`src/verilog/icpm_pkg.sv`:
```
// Constants for the serial control slave and power mode block.
// Assumes a 200 MHz system clock; the serial lines are asynchronous to it.
package icpm_pkg;
  localparam logic [6:0]  ICPM_DEV_ADDR  = 7'h1C;
  localparam logic [7:0]  ICPM_SUB_GLB   = 8'h01;
  localparam logic [7:0]  ICPM_SUB_AGC   = 8'h2F;
  localparam logic [7:0]  ICPM_SUB_WIDE  = 8'h7C;
  localparam logic [7:0]  ICPM_SUB_STAT  = 8'h7E;
  localparam int          ICPM_DEC_BIT   = 7;
  localparam int          ICPM_AUD_BIT   = 4;
  localparam int          ICPM_SRC_LSB   = 2;
  localparam int          ICPM_AGC_W     = 5;
  localparam logic [7:0]  ICPM_GLB_RST   = 8'h00;
  localparam logic [4:0]  ICPM_AGC_RST   = 5'h00;
  localparam logic [4:0]  ICPM_AGC_DEF   = 5'h16;
  localparam logic [15:0] ICPM_WIDE_RST  = 16'h0000;
  localparam logic [15:0] ICPM_WIDE_DEF  = 16'h0000;
  localparam int          ICPM_CLK_PS    = 5000;
  localparam int          ICPM_STRETCH_NS = 20;
  localparam int          ICPM_STRETCH_CYC =
    (ICPM_STRETCH_NS * 1000 + ICPM_CLK_PS - 1) / ICPM_CLK_PS;
  typedef enum logic [3:0] {
    ICPM_IDLE = 4'h0, ICPM_ADDR = 4'h1, ICPM_AACK = 4'h3, ICPM_SUB  = 4'h2,
    ICPM_SACK = 4'h6, ICPM_WDAT = 4'h7, ICPM_WACK = 4'h5, ICPM_RDAT = 4'h4,
    ICPM_RACK = 4'hC
  } icpm_state_t;
endpackage : icpm_pkg

```
`src/verilog/icpm_line_if.sv`:
```
// Synchronised serial line events passed from the line sampler to the slave.
// Assumes both ends run on the same clock.
`timescale 1ns/1ps
`default_nettype none
interface icpm_line_if;
  logic scl_rise;
  logic scl_fall;
  logic sda_s;
  logic start_c;
  logic stop_c;
  logic pup_s;
  logic pup_rise;
  modport src (output scl_rise, scl_fall, sda_s, start_c, stop_c, pup_s, pup_rise);
  modport dst (input  scl_rise, scl_fall, sda_s, start_c, stop_c, pup_s, pup_rise);
endinterface : icpm_line_if
`default_nettype wire

```
`src/verilog/icpm_line_sync.sv`:
```
// Two-stage synchronisers for the serial lines and power-up pin, plus edge
// and bus condition detection. Inputs are asynchronous pins.
`timescale 1ns/1ps
`default_nettype none
module icpm_line_sync (
  input  wire logic  clk,
  input  wire logic  resetn,
  input  wire logic  scl_i,
  input  wire logic  sda_i,
  input  wire logic  pup_i,
  icpm_line_if.src   ev
);
  logic [2:0] meta_r;
  logic [2:0] sync_r;
  logic [2:0] prev_r;

  always_ff @(posedge clk or negedge resetn) begin
    if (!resetn) begin
      meta_r <= 3'h3;
      sync_r <= 3'h3;
      prev_r <= 3'h3;
    end else begin
      meta_r <= {pup_i, sda_i, scl_i};
      sync_r <= meta_r;
      prev_r <= sync_r;
    end
  end

  // Bit 2 (power-up) resets low so a high pin at release reads as a rising edge
  assign ev.scl_rise = sync_r[0] & ~prev_r[0];
  assign ev.scl_fall = ~sync_r[0] & prev_r[0];
  assign ev.sda_s    = sync_r[1];
  assign ev.start_c  = sync_r[0] & prev_r[0] & ~sync_r[1] & prev_r[1];
  assign ev.stop_c   = sync_r[0] & prev_r[0] & sync_r[1] & ~prev_r[1];
  assign ev.pup_s    = sync_r[2] & prev_r[2];
  assign ev.pup_rise = sync_r[2] & ~prev_r[2];
endmodule : icpm_line_sync
`default_nettype wire

```
`src/verilog/icpm_ctrl.sv`:
```
// Serial control slave with global configuration and power mode outputs.
// Assumes open-drain lines resolved outside; clk at 200 MHz, resetn async.
// What this block does
// - Serial slave; first byte after address selects the internal register.
// - Answers seven-bit address 0011100: 38h write, 39h read.
// - May hold the serial clock low to gain time.
// - Wide registers move as two acknowledged bytes, high byte first.
// - Hardware reset clears every control register to zero.
// - Power-up rising edge or power-on loads documented defaults.
// - Registers are write-only, read/write, or read-only status.
// - Decoder enable set runs decoding and drives its output pin.
// - Decoder enable clear gives standby and forces its pin low.
// - Audio power clear puts the audio path into low-current state.
// - Power-up pin low puts the whole device into zero power.
// - Config bit 7 decoder enable, bit 4 audio power, bits 3:2 source.
`timescale 1ns/1ps
`default_nettype none
module icpm_ctrl #(
  parameter int STRETCH_CYC = icpm_pkg::ICPM_STRETCH_CYC
) (
  input  wire logic       clk,
  input  wire logic       resetn,
  input  wire logic       scl_i,
  output var  logic       scl_o,
  output var  logic       scl_oe_n,
  input  wire logic       sda_i,
  output var  logic       sda_o,
  output var  logic       sda_oe_n,
  input  wire logic       power_up_pin,
  output var  logic       decoder_enable,
  output var  logic       digital_standby,
  output var  logic       audio_power_on,
  output var  logic [1:0] audio_source_select,
  output var  logic       zero_power
);
  import icpm_pkg::*;

  // The stretch counter is eight bits and the hold must outlast one sync delay
  if (STRETCH_CYC < 2 || STRETCH_CYC > 255) begin : g_bad_stretch
    $error("STRETCH_CYC out of range");
  end

  icpm_line_if ev ();
  icpm_line_sync u_sync (
    .clk    (clk),
    .resetn (resetn),
    .scl_i  (scl_i),
    .sda_i  (sda_i),
    .pup_i  (power_up_pin),
    .ev     (ev)
  );

  icpm_state_t st_r;
  logic [7:0]  shift_r;
  logic [7:0]  tx_r;
  logic [2:0]  cnt_r;
  logic        got8_r;
  logic        rw_r;
  logic        nack_r;
  logic [7:0]  sub_r;
  logic [1:0]  idx_r;
  logic [7:0]  hi_hold_r;
  logic [7:0]  stretch_r;
  logic [7:0]  glb_r;
  logic [4:0]  agc_r;
  logic [15:0] wide_r;

  // Read data by subaddress and byte index; write-only and unmapped read zero
  function automatic logic [7:0] rd_byte(input logic [7:0] sub, input logic [1:0] idx,
                                         input logic [4:0] agc, input logic [15:0] wide,
                                         input logic [15:0] stat);
    logic [7:0] v;
    v = 8'h00;
    if (sub == ICPM_SUB_AGC && idx == 2'h0) v = {3'h0, agc};
    if (sub == ICPM_SUB_WIDE && idx == 2'h0) v = wide[15:8];
    if (sub == ICPM_SUB_WIDE && idx == 2'h1) v = wide[7:0];
    if (sub == ICPM_SUB_STAT && idx == 2'h0) v = stat[15:8];
    if (sub == ICPM_SUB_STAT && idx == 2'h1) v = stat[7:0];
    return v;
  endfunction : rd_byte

  wire        byte_end  = ev.scl_fall & got8_r;
  wire        addr_hit  = shift_r[7:1] == ICPM_DEV_ADDR;
  wire [15:0] status_w  = {12'h000, st_r != ICPM_IDLE, decoder_enable,
                           audio_power_on, digital_standby};
  wire [1:0]  idx_nxt   = (idx_r == 2'h3) ? idx_r : idx_r + 2'h1;
  wire [7:0]  rd_first  = rd_byte(sub_r, 2'h0, agc_r, wide_r, status_w);
  wire [7:0]  rd_next   = rd_byte(sub_r, idx_nxt, agc_r, wide_r, status_w);
  wire        wr_strobe = st_r == ICPM_WDAT && byte_end;
  wire        wr_glb    = wr_strobe && sub_r == ICPM_SUB_GLB && idx_r == 2'h0;
  wire        wr_agc    = wr_strobe && sub_r == ICPM_SUB_AGC && idx_r == 2'h0;
  wire        wr_wide   = wr_strobe && sub_r == ICPM_SUB_WIDE && idx_r == 2'h1;

  // Serial slave sequencing
  always_ff @(posedge clk or negedge resetn) begin
    if (!resetn) begin
      st_r      <= ICPM_IDLE;
      shift_r   <= 8'h00;
      tx_r      <= 8'hFF;
      cnt_r     <= 3'h0;
      got8_r    <= 1'b0;
      rw_r      <= 1'b0;
      nack_r    <= 1'b0;
      sub_r     <= 8'h00;
      idx_r     <= 2'h0;
      hi_hold_r <= 8'h00;
      stretch_r <= 8'h00;
      sda_oe_n  <= 1'b1;
    end else if (!ev.pup_s) begin
      st_r      <= ICPM_IDLE;
      got8_r    <= 1'b0;
      stretch_r <= 8'h00;
      sda_oe_n  <= 1'b1;
    end else if (ev.start_c) begin
      st_r     <= ICPM_ADDR;
      cnt_r    <= 3'h0;
      got8_r   <= 1'b0;
      sda_oe_n <= 1'b1;
    end else if (ev.stop_c) begin
      st_r     <= ICPM_IDLE;
      sda_oe_n <= 1'b1;
    end else begin
      if (stretch_r != 8'h00) stretch_r <= stretch_r - 8'h01;
      if (ev.scl_rise && (st_r == ICPM_ADDR || st_r == ICPM_SUB || st_r == ICPM_WDAT)) begin
        shift_r <= {shift_r[6:0], ev.sda_s};
        cnt_r   <= cnt_r + 3'h1;
        got8_r  <= cnt_r == 3'h7;
      end
      if (ev.scl_rise && st_r == ICPM_RACK) nack_r <= ev.sda_s;
      case (st_r)
        ICPM_ADDR: if (byte_end) begin
          got8_r   <= 1'b0;
          rw_r     <= shift_r[0];
          st_r     <= addr_hit ? ICPM_AACK : ICPM_IDLE;
          sda_oe_n <= ~addr_hit;
        end
        ICPM_AACK: if (ev.scl_fall) begin
          idx_r <= 2'h0;
          if (rw_r) begin
            st_r      <= ICPM_RDAT;
            tx_r      <= {rd_first[6:0], 1'b1};
            sda_oe_n  <= rd_first[7];
            stretch_r <= 8'(STRETCH_CYC);
          end else begin
            st_r     <= ICPM_SUB;
            sda_oe_n <= 1'b1;
          end
        end
        ICPM_SUB: if (byte_end) begin
          got8_r   <= 1'b0;
          sub_r    <= shift_r;
          idx_r    <= 2'h0;
          st_r     <= ICPM_SACK;
          sda_oe_n <= 1'b0;
        end
        ICPM_SACK, ICPM_WACK: if (ev.scl_fall) begin
          st_r     <= ICPM_WDAT;
          sda_oe_n <= 1'b1;
        end
        ICPM_WDAT: if (byte_end) begin
          got8_r <= 1'b0;
          if (idx_r == 2'h0) hi_hold_r <= shift_r;
          idx_r    <= idx_nxt;
          st_r     <= ICPM_WACK;
          sda_oe_n <= 1'b0;
        end
        ICPM_RDAT: if (ev.scl_fall) begin
          cnt_r <= cnt_r + 3'h1;
          if (cnt_r == 3'h7) begin
            st_r     <= ICPM_RACK;
            sda_oe_n <= 1'b1;
          end else begin
            tx_r     <= {tx_r[6:0], 1'b1};
            sda_oe_n <= tx_r[7];
          end
        end
        ICPM_RACK: if (ev.scl_fall) begin
          cnt_r <= 3'h0;
          if (nack_r) begin
            st_r <= ICPM_IDLE;
          end else begin
            st_r      <= ICPM_RDAT;
            idx_r     <= idx_nxt;
            tx_r      <= {rd_next[6:0], 1'b1};
            sda_oe_n  <= rd_next[7];
            stretch_r <= 8'(STRETCH_CYC);
          end
        end
        default: ;
      endcase
    end
  end

  // Control registers; status is never stored, so writes to it fall away
  always_ff @(posedge clk or negedge resetn) begin
    if (!resetn) begin
      glb_r  <= ICPM_GLB_RST;
      agc_r  <= ICPM_AGC_RST;
      wide_r <= ICPM_WIDE_RST;
    end else if (ev.pup_rise) begin
      glb_r  <= ICPM_GLB_RST;
      agc_r  <= ICPM_AGC_DEF;
      wide_r <= ICPM_WIDE_DEF;
    end else begin
      if (wr_glb) glb_r <= shift_r;
      if (wr_agc) agc_r <= shift_r[ICPM_AGC_W-1:0];
      if (wr_wide) wide_r <= {hi_hold_r, shift_r};
    end
  end

  // Mode outputs, gated by the power-up pin except audio_source_select
  always_ff @(posedge clk or negedge resetn) begin
    if (!resetn) begin
      decoder_enable      <= 1'b0;
      digital_standby     <= 1'b1;
      audio_power_on      <= 1'b0;
      audio_source_select <= 2'h0;
      zero_power          <= 1'b1;
      scl_oe_n            <= 1'b1;
      scl_o               <= 1'b0;
      sda_o               <= 1'b0;
    end else begin
      decoder_enable      <= ev.pup_s & glb_r[ICPM_DEC_BIT];
      digital_standby     <= ~(ev.pup_s & glb_r[ICPM_DEC_BIT]);
      audio_power_on      <= ev.pup_s & glb_r[ICPM_AUD_BIT];
      audio_source_select <= glb_r[ICPM_SRC_LSB +: 2];
      zero_power          <= ~ev.pup_s;
      scl_oe_n            <= ~(ev.pup_s && stretch_r != 8'h00);
      scl_o               <= 1'b0;
      sda_o               <= 1'b0;
    end
  end
endmodule : icpm_ctrl
`default_nettype wire

```
`config.mk`:
```
export PLATFORM = sky130hd
export DESIGN_NAME = icpm_ctrl
export DESIGN_NICKNAME = d
export VERILOG_FILES = /design/src/verilog/icpm_pkg.sv /design/src/verilog/icpm_line_if.sv /design/src/verilog/icpm_line_sync.sv /design/src/verilog/icpm_ctrl.sv
export SDC_FILE = /design/constraint.sdc
export NUM_CORES = 1
export LEC_CHECK = 0
export BUFFER_PORTS_ARGS = -buffer_cell sky130_fd_sc_hd__buf_2
export CORE_MARGIN = 3
export CORE_UTILIZATION = 25
export CTS_CLUSTER_DIAMETER = 60
export DETAILED_ROUTE_END_ITERATION = 10
export GPL_ROUTABILITY_DRIVEN = 0
export GPL_TIMING_DRIVEN = 0
export PLACE_DENSITY_LB_ADDON = 0.1
export SYNTH_ARGS = -nofsm -noshare
export SYNTH_HDL_FRONTEND = slang
export SYNTH_SLANG_ARGS = --single-unit
```
`constraint.sdc`:
```
create_clock -name clk -period 4.3 [get_ports clk]
set_clock_uncertainty 0.05 [all_clocks]
set_input_delay 0.43 -clock clk [delete_from_list [all_inputs] [get_ports clk]]
set_output_delay 0.43 -clock clk [all_outputs]
set_load 0.01 [all_outputs]
```
==> results of run 1 <==
cell type report:
type | instances | share of cell area, %
inverters | 6 | 0.436
flip-flops and latches | 93 | 45.5
clock buffers | 12 | 4.78
repair buffers | 14 | 1.94
multi-input cells | 302 | 39.5
plain buffers | 21 | 1.82
well taps | 225 | 5.46
clock inverters | 4 | 0.582
power by group through the flow:
| stage | combinational [uW] | sequential, uW | clock, uW |
|---|---|---|---|
| 3_5_place_dp | 54.3 | 905 | 0 |
| 5_1_grt | 60.2 | 890 | 832 |
| 3_3_place_gp | 50.9 | 905 | 0 |
| 2_1_floorplan | 22.4 | 904 | 0 |
| 6_report | 53.0 | 889 | 765 |
| 4_1_cts | 55.1 | 889 | 798 |
worst paths after layout:
check	start	end	slack, ns	depth (start not counted)
setup / recovery	st_r[2]$_DFFE_PN0P_	cnt_r[0]$_DFFE_PN0P_	1.77	5
setup reg to reg	st_r[2]$_DFFE_PN0P_	cnt_r[0]$_DFFE_PN0P_	1.77	5
max in group asynchronous	resetn	tx_r[1]$_DFFE_PN1P_	3.03	3
min in group asynchronous	resetn	stretch_r[0]$_DFFE_PN0P_	0.48	2
hold reg to reg	u_sync.meta_r[2]$_DFF_PN0_	u_sync.sync_r[2]$_DFF_PN0_	0.30	0
hold / removal	sda_i	u_sync.meta_r[1]$_DFF_PN1_	0.12	1
metrics by stage:
stage	total power [uW]	setup slack [ns]	util [%]
6_report	1710	1.77	29.5
3_3_place_gp	956	1.74	27.7
4_1_cts	1740	1.73	29.5
5_1_grt	1780	1.61	29.5
2_1_floorplan	926	2.26	-
3_5_place_dp	960	1.73	27.9
Yosys cell counts (2+ instances only):
cell type and number:
and3_1 2, a211o_1 2, a21oi_1 26, nor4b_1 2
xnor2_1 3, o21ai_1 2, nand4b_1 3, nor2_1 12
nand2b_1 7, mux2_2 40, nor4_1 4, a31oi_1 7
o21a_1 2, a22oi_1 7, nand3b_1 2, mux2i_1 2
o22ai_1 2, nand3_1 17, o211ai_1 2, nor2b_1 4
clkbuf_1 13, buf_4 2, nand2_1 63, nand4bb_1 2
nor3b_1 4, a21o_1 2, a2bb2oi_1 2, a22o_1 2
a222oi_1 2, or4_1 4, or3b_2 2, dfrtp_1 76
ha_1 4, inv_1 6, o21ai_0 15, nor3_1 14
dfstp_2 17, or3_1 2, buf_2 6, and2_1 3
nand4_1 2, or2_2 2
cell families (layout without fill, tap and decap cells):
family                   after synthesis  in the layout  share of synthesized area, %
AO/OA/AOI/OAI                         86             86                          12.9
XOR/XNOR                               4              4                         0.779
adder cells (fa/ha/maj)                4              4                          1.11
buffers and inverters                 27             57                          2.59
flip-flops                            93             93                          52.2
multiplexers                          42             42                          10.5
other                                  1              2                        0.0834
AND/OR/NAND/NOR                      164            164                          19.9
state kept, by name, indices dropped and copies added (netlist names), 4 cells and up:
register,flops
wide_r,16
hi_hold_r,8
agc_r,5
sub_r,8
stretch_r,8
st_r,4
tx_r,7
shift_r,8
glb_r,4
per-layer routing:
layer  vias to the layer above  global-route usage, %  part of all wire (%)
met5                         -                      0                     0
met3                         6                   3.76                   3.9
met1                      1649                   16.8                    47
met4                         0                   2.60                  0.77
li1                       1581                      -                     -
met2                        46                   20.5                    48
==> flow_summary.yaml, run 1 <==
outcome:
  status: "finished clean"
critical_path:
  critical_path_required_ns: 4.48
  slowest_stage: "a2111oi_4"
  arrival_ns: 2.71
  endpoint_kind: "flop"
  crit_chain: "nand2b_1 -> or2_1 -> a2111oi_4 -> a31oi_1 -> mux2_2"
  worst-path-max-fanout: 10
  critPathMaxStageDelay_ns: 0.86
  worstSetupPathType: "reg -> reg"
  start_kind: "flop"
  cp_top_family: "compound AO/OA/AOI/OAI gates"
  crit_buf_inv: 0
synth:
  async_flop_share_pct: 100
  yosys.area.top_type: "dfrtp_1"
  ys_seq_area_share_pct: 52.2
  yosys_warnings: 0
  syn_area_sq_um: 4500
  postSynthAreaPerCell_sq_um: 10.7
  synth_cell_type_count: 70
  syn-instance-count: 421
  synthFlopType: "dfrtp_1"
  synth_top_area_share_pct: 42.3
  ys_seq_elements: 93
  yosys-top-cells-area: "dfrtp_1, mux2_2, dfstp_2"
  synth_edf_count: 0
routing:
  ant_nets: 0
  routed_wl_um: 11800
  drc: 0
  drt-wirelength-per-cell_um: 17.4
  dr_total_vias: 3282
  via_per_inst: 4.85
  dr.first_iter.drc_count: 219
  first_pass_iters: 4
clocking:
  cts_setup_buffers: 0
  clk_pin_slew_worst_paths_ns: 0.07
  postCtsHoldBufs: 1
  clk_latency_ns: 0.35
  clock-root-buffer: "clkbuf_16"
  numCtsBuffers: 9
  cts.repair.resized: 0
  cts_tree: "built"
  cts.sinks: 93
  htreeDepth: 3
  cts_buffer_depth: 2
final_layout:
  fillers: 1836
  fin_area_sq_um: 5160
  num-nets-final: 456
  layout-drive-gt1-share_pct: 23.9
  instances_no_fill: 677
  antennaDiodeCount: 0
  multi_input_area_sq_um: 2040
  syn_to_final_growth_pct: 14.7
  seq_area_sq_um: 2350
  mostFrequentLayoutCells: "dfrtp_1, nand2_1, mux2_2, a21oi_1"
  final_common_cell: "dfrtp_1"
place:
  dpl.cell_count: 660
  hpwl_um: 8300
  place_area_sq_um: 4870
  port_buffers: 12
die:
  ios: 15
  initial_core_util_pct: 25.7
  die_h_um: 140
  coreArea_sq_um: 17500
  die_w_um: 140
  dieArea_sq_um: 19600
  row_count: 48
global_route:
  antenna_found_initial: 0
  grt.overflow.total: 0
  grt.total_usage_pct: 12.6
  grt_pass1_vias: 3392
  grt_pass1_wl_um: 19200
  grt_max_degree: 70
power_and_ir_drop:
  power.internal_uw: 1310
  vdd_ir_drop_max_mv: 0.186
  p_clk_share_pct: 44.8
  power_frac_seq_pct: 52.1
  power_density_nw_per_um2: 331
  comb_power_share_pct: 3.1
  p_sw_share_pct: 23.3
  p_switching_uw: 398
  total_leakage_power_uw: 0.00220
min_path:
  hold_path.class: "in -> reg"
timing:
  max_freq_mhz: 396
  finalSetupViolCount: 0
  slew_headroom_pct: 31.2
  hold_viol: 0
  rsz0062_at_grt: "no"
  period_share_pct: 58.8
  tightest_slew_ns: 1.02
  slew_viol_final: 0
  holdWs_ns: 0.123
  finalSetupTns_ns: 0
  post-route-min-period_ns: 2.53
run:
  cap_violations: 0
Power figures use the tool's default switching activity.
==> run 2, diff against run 1 <==
Clock period 4.3 ns to 2.65 ns, I/O delays scaled along.
==> run 2 against run 1 <==
  * Largest power group unchanged
  * Critical endpoint is now agc_r[0]$_DFFE_PN0P_
  * First-iteration DRC count shrank 6.4%
  * Die area unchanged
  * Power grew 63%
  * Highest routed layer unchanged
==> flow_summary.yaml, run 2 (synthesis gave the netlist of run 1 again) <==
outcome:
  status: "finished clean"
critical_path:
  slowest_stage: "nor4_2"
  cp_top_family: "simple AND/OR/NAND/NOR gates"
  worstSetupEndpoint: "agc_r[0]$_DFFE_PN0P_"
  worst-path-max-fanout: 10
  crit_path_start: "u_sync.prev_r[0]$_DFF_PN1_"
  critical_path_required_ns: 2.79
  arrival_ns: 2.61
  rr_worst_depth: 4
  endpoint_kind: "flop"
  worstReg2RegEnd: "agc_r[0]$_DFFE_PN0P_"
  r2r_setup_slack_ns: 0.18
  critPathMaxStageDelay_ns: 0.87
  start_kind: "flop"
  path_depth: 4
  crit_buf_inv: 0
  worstSetupPathType: "reg -> reg"
  r2r_start: "u_sync.prev_r[0]$_DFF_PN1_"
  crit_chain: "nand3b_4 -> or3_4 -> nor4_2 -> o21ai_0"
routing:
  drt-met1-wl_um: 5660
  drc: 0
  first_pass_iters: 5
  ant_nets: 0
  drt-wirelength-per-cell_um: 17.4
  dr.first_iter.drc_count: 205
  dr_wl_met2_um: 5640
  dr_total_vias: 3308
  highest_layer: "met4"
  via_per_inst: 4.86
  dr_wl_met3_um: 425
  routed_wl_um: 11800
final_layout:
  utilization_pct: 29.7
  layout-drive-gt1-share_pct: 23.9
  syn_to_final_growth_pct: 15.5
  mostFrequentLayoutCells: "dfrtp_1, nand2_1, mux2_2, a21oi_1"
  final_common_cell: "dfrtp_1"
  largest-register: "wide_r"
  num-nets-final: 460
  largest_reg_flops: 16
  antennaDiodeCount: 0
min_path:
  worstHoldStart: "u_sync.meta_r[2]$_DFF_PN0_"
  hold_path.class: "reg -> reg"
global_route:
  grt_pass1_vias: 3395
  grt_pass1_wl_um: 19200
  grt.total_usage_pct: 12.6
  antenna_found_initial: 0
  grt_max_degree: 70
  grt.overflow.total: 0
timing:
  rsz0062_at_grt: "no"
  tightest_slew_ns: 1.03
  period_share_pct: 93.3
  finalSetupTns_ns: 0
  max_freq_mhz: 404
  post-route-min-period_ns: 2.47
  finalSetupViolCount: 0
  hold_viol: 0
  slew_viol_final: 0
  slew_headroom_pct: 30.6
  setup_ws_ns: 0.177
power_and_ir_drop:
  total_leakage_power_uw: 0.00222
  vdd_ir_drop_max_mv: 0.301
  power_density_nw_per_um2: 534
clocking:
  htreeDepth: 3
  numCtsBuffers: 9
  cts.repair.resized: 0
  clk_latency_ns: 0.35
  cts_buffer_depth: 2
  clk_pin_slew_worst_paths_ns: 0.07
  cts.sinks: 93
  cts_tree: "built"
  clock-root-buffer: "clkbuf_16"
place:
  port_buffers: 12
  place_ws_ns: 0.0847
  hpwl_um: 8300
die:
  ios: 15
  initial_core_util_pct: 25.7
  row_count: 48
  die_w_um: 140
  coreArea_sq_um: 17500
  die_h_um: 140
  dieArea_sq_um: 19600
run:
  cap_violations: 0
[run 2: changes by cell type in the layout (fill, tap and decap cells not counted)]
cell           delta
dlygate4sd3_1     +3
buf_4             +1
[run 2: final cells by class]
class | instances | area [sq um]
well taps | 225 | 282
inverters | 6 | 22.5
multi-input cells | 302 | 2040
fillers | 1833 | 12300
clock inverters | 4 | 30.0
clock buffers | 12 | 246
repair buffers | 18 | 138
plain buffers | 21 | 93.8
flip-flops and latches | 93 | 2350
[run 2: layer usage]
layer	GRT usage [%]	vias to the layer above
met5	0	-
li1	-	1588
met1	16.8	1676
met3	3.76	5
met4	2.60	0
met2	20.5	39
[run 2: worst min path at each step]
stage,cells after the start,slack (ns),to
4_1_cts,0,0.30,u_sync.sync_r[2]$_DFF_PN0_
3_3_place_gp,0,0.28,u_sync.sync_r[2]$_DFF_PN0_
5_1_grt,0,0.31,u_sync.sync_r[1]$_DFF_PN1_
2_1_floorplan,0,-0.08,agc_r[0]$_DFFE_PN0P_
3_5_place_dp,1,0.16,stretch_r[3]$_DFFE_PN0P_
6_report,0,0.30,u_sync.sync_r[2]$_DFF_PN0_
[run 2: repair_timing]
| item | CTS | global route |
|---|---|---|
| endpoints found under the hold margin | 20 | 0 |
| buffers inserted | 0 | 1 |
| setup endpoints to repair | 0 | 1 |
| hold buffers | 4 | 0 |
[run 2: metrics by stage]
stage	std cells	hold slack, ns	power (uW)	instance area [sq um]
final	681	0.299	2780	5200
after floorplan	422	-0.0806	1500	4500
after detailed placement	660	0.155	1560	4870
after CTS	680	0.303	2830	5190
after global placement	659	0.284	1550	4840
after global routing	681	0.311	2890	5200
[run 2: report_power, final]
part           switching [uW]  internal [uW]  total [uW]  leakage [uW]
clock                     574            668        1240      0.000134
sequential               9.88           1430        1440       0.00122
combinational            63.8           26.0        89.8      0.000867
==> run 3, diff against run 2 <==
Settings changed: REMOVE_ABC_BUFFERS set to 1.
==> run 3 against run 2 <==
  * Core utilization about the same
  * Via count shrank 1.9%
  * Design area barely moved
  * Largest cell class unchanged
  * Setup slack worse by 0.0038 ns
  * Non-clock buffer count fell by 18
  * Flip-flop and latch count unchanged
  * Count of clock-buffer cells in the layout did not move
  * Fmax is 0.15% lower
  * Register-to-register slack about the same
  * Final cell count decreased by 2.6%
==> flow_summary.yaml, run 3 (synthesis gave the netlist of run 1 again) <==
outcome:
  status: "finished clean"
final_layout:
  num-nets-final: 442
  largest-register: "wide_r"
  largest_reg_flops: 16
  mostFrequentLayoutCells: "dfrtp_1, nand2_1, mux2_2, a21oi_1"
  fin_area_sq_um: 5200
  utilization_pct: 29.8
  antennaDiodeCount: 0
  syn_to_final_growth_pct: 15.6
  layout-drive-gt1-share_pct: 25.6
  final_common_cell: "dfrtp_1"
power_and_ir_drop:
  total_leakage_power_uw: 0.00220
  p_switching_uw: 664
  p_total_uw: 2910
  comb_power_share_pct: 3.1
  vdd_ir_drop_max_mv: 0.375
  power_density_nw_per_um2: 560
  p_sw_share_pct: 22.8
  power.internal_uw: 2250
  power_frac_seq_pct: 49.5
  p_clk_share_pct: 47.4
routing:
  drc: 0
  dr_total_vias: 3244
  ant_nets: 0
  first_pass_iters: 4
  drt-wirelength-per-cell_um: 17.3
  dr.first_iter.drc_count: 192
  routed_wl_um: 11500
  via_per_inst: 4.89
global_route:
  grt.overflow.total: 0
  grt_pass1_vias: 3311
  grt.total_usage_pct: 12.4
  grt_max_degree: 69
  grt_pass1_wl_um: 18900
  antenna_found_initial: 0
timing:
  slew_viol_final: 0
  finalSetupViolCount: 0
  tightest_slew_ns: 1.19
  period_share_pct: 93.5
  setup_ws_ns: 0.173
  rsz0062_at_grt: "no"
  post-route-min-period_ns: 2.48
  slew_headroom_pct: 20.3
  max_freq_mhz: 404
  hold_viol: 0
clocking:
  cts_buffer_depth: 2
  numCtsBuffers: 9
  cts.sinks: 93
  cts_tree: "built"
  htreeDepth: 3
  clk_latency_ns: 0.36
  clk_pin_slew_worst_paths_ns: 0.07
  clock-root-buffer: "clkbuf_16"
die:
  initial_core_util_pct: 25.7
  dieArea_sq_um: 19600
  row_count: 48
  die_h_um: 140
  ios: 15
  die_w_um: 140
  coreArea_sq_um: 17500
min_path:
  hold_path.class: "reg -> reg"
critical_path:
  arrival_ns: 2.73
  endpoint_kind: "flop"
  critical_path_required_ns: 2.90
  start_kind: "flop"
  worstSetupPathType: "reg -> reg"
  worst-path-max-fanout: 18
place:
  place_area_sq_um: 4800
  port_buffers: 12
  place_ws_ns: -0.0351
  hpwl_um: 7780
run:
  cap_violations: 0
==> run 3: changes by cell type in the layout (fill, tap and decap cells not counted), moves of 3 or more <==
cell      change
buf_2         -5
dfrtp_2       +3
dfrtp_1       -3
clkbuf_1     -14
==> run 3: power by group through the flow <==
| stage | Clock (uW) | Sequential (uW) | Combinational (uW) |
|---|---|---|---|
| after floorplan | 0 | 1470 | 31.6 |
| after global placement | 0 | 1470 | 79.2 |
| after detailed placement | 0 | 1470 | 87.0 |
| after CTS | 1420 | 1440 | 91.8 |
| after global routing | 1490 | 1440 | 103 |
| final | 1380 | 1440 | 89.2 |
==> run 3: critical path, stage by stage (launching register included) <==
cell and delay [ns]:
dfrtp_1 0.56, nor3b_2 0.30, nor3_1 0.98, a22oi_1 0.25, nand3_1 0.14, mux2_2 0.15
==> run 3: per-layer routing <==
metal,routed length (um),global-route usage [%],vias up
li1,-,-,1553
met1,5440,17.1,1625
met2,5480,19.6,55
met3,411,3.00,11
met4,153,3.67,0
met5,0,0,-
==> run 3: final timing paths <==
kind / start / cells past startpoint / slack [ns] / end
hold / removal: u_sync.meta_r[2]$_DFF_PN0_ / 0 / 0.30 / u_sync.sync_r[2]$_DFF_PN0_
max in group asynchronous: resetn / 3 / 1.53 / tx_r[4]$_DFFE_PN1P_
hold reg to reg: u_sync.meta_r[2]$_DFF_PN0_ / 0 / 0.30 / u_sync.sync_r[2]$_DFF_PN0_
setup reg to reg: st_r[2]$_DFFE_PN0P_ / 5 / 0.17 / tx_r[2]$_DFFE_PN1P_
min in group asynchronous: resetn / 2 / 0.32 / stretch_r[7]$_DFFE_PN0P_
setup / recovery: st_r[2]$_DFFE_PN0P_ / 5 / 0.17 / tx_r[2]$_DFFE_PN1P_
==> run 3: layout make-up <==
| cell class | count | area, sq um |
|---|---|---|
| fillers | 1811 | 12300 |
| flip-flops and latches | 93 | 2350 |
| multi-input cells | 302 | 2070 |
| well taps | 225 | 282 |
| clock buffers | 12 | 256 |
| repair buffers | 21 | 165 |
| clock inverters | 4 | 55.1 |
| inverters | 6 | 22.5 |
==> run 3: repair_timing <==
action,in CTS,in global routing
endpoints found under the hold margin,21,0
hold buffers,4,0
pin swaps,1,0
buffers inserted,2,0
gates resized for setup,1,7
endpoints found under the setup margin,5,45
==> run 3: metrics by stage <==
| stage | instances | TNS (ns) | hold slack [ns] |
|---|---|---|---|
| after floorplan | 401 | 0 | -0.0806 |
| after global placement | 638 | -1.42 | 0.283 |
| after detailed placement | 641 | -0.0351 | 0.170 |
| after CTS | 663 | 0 | 0.306 |
| after global routing | 663 | 0 | 0.318 |
| final | 663 | 0 | 0.303 |
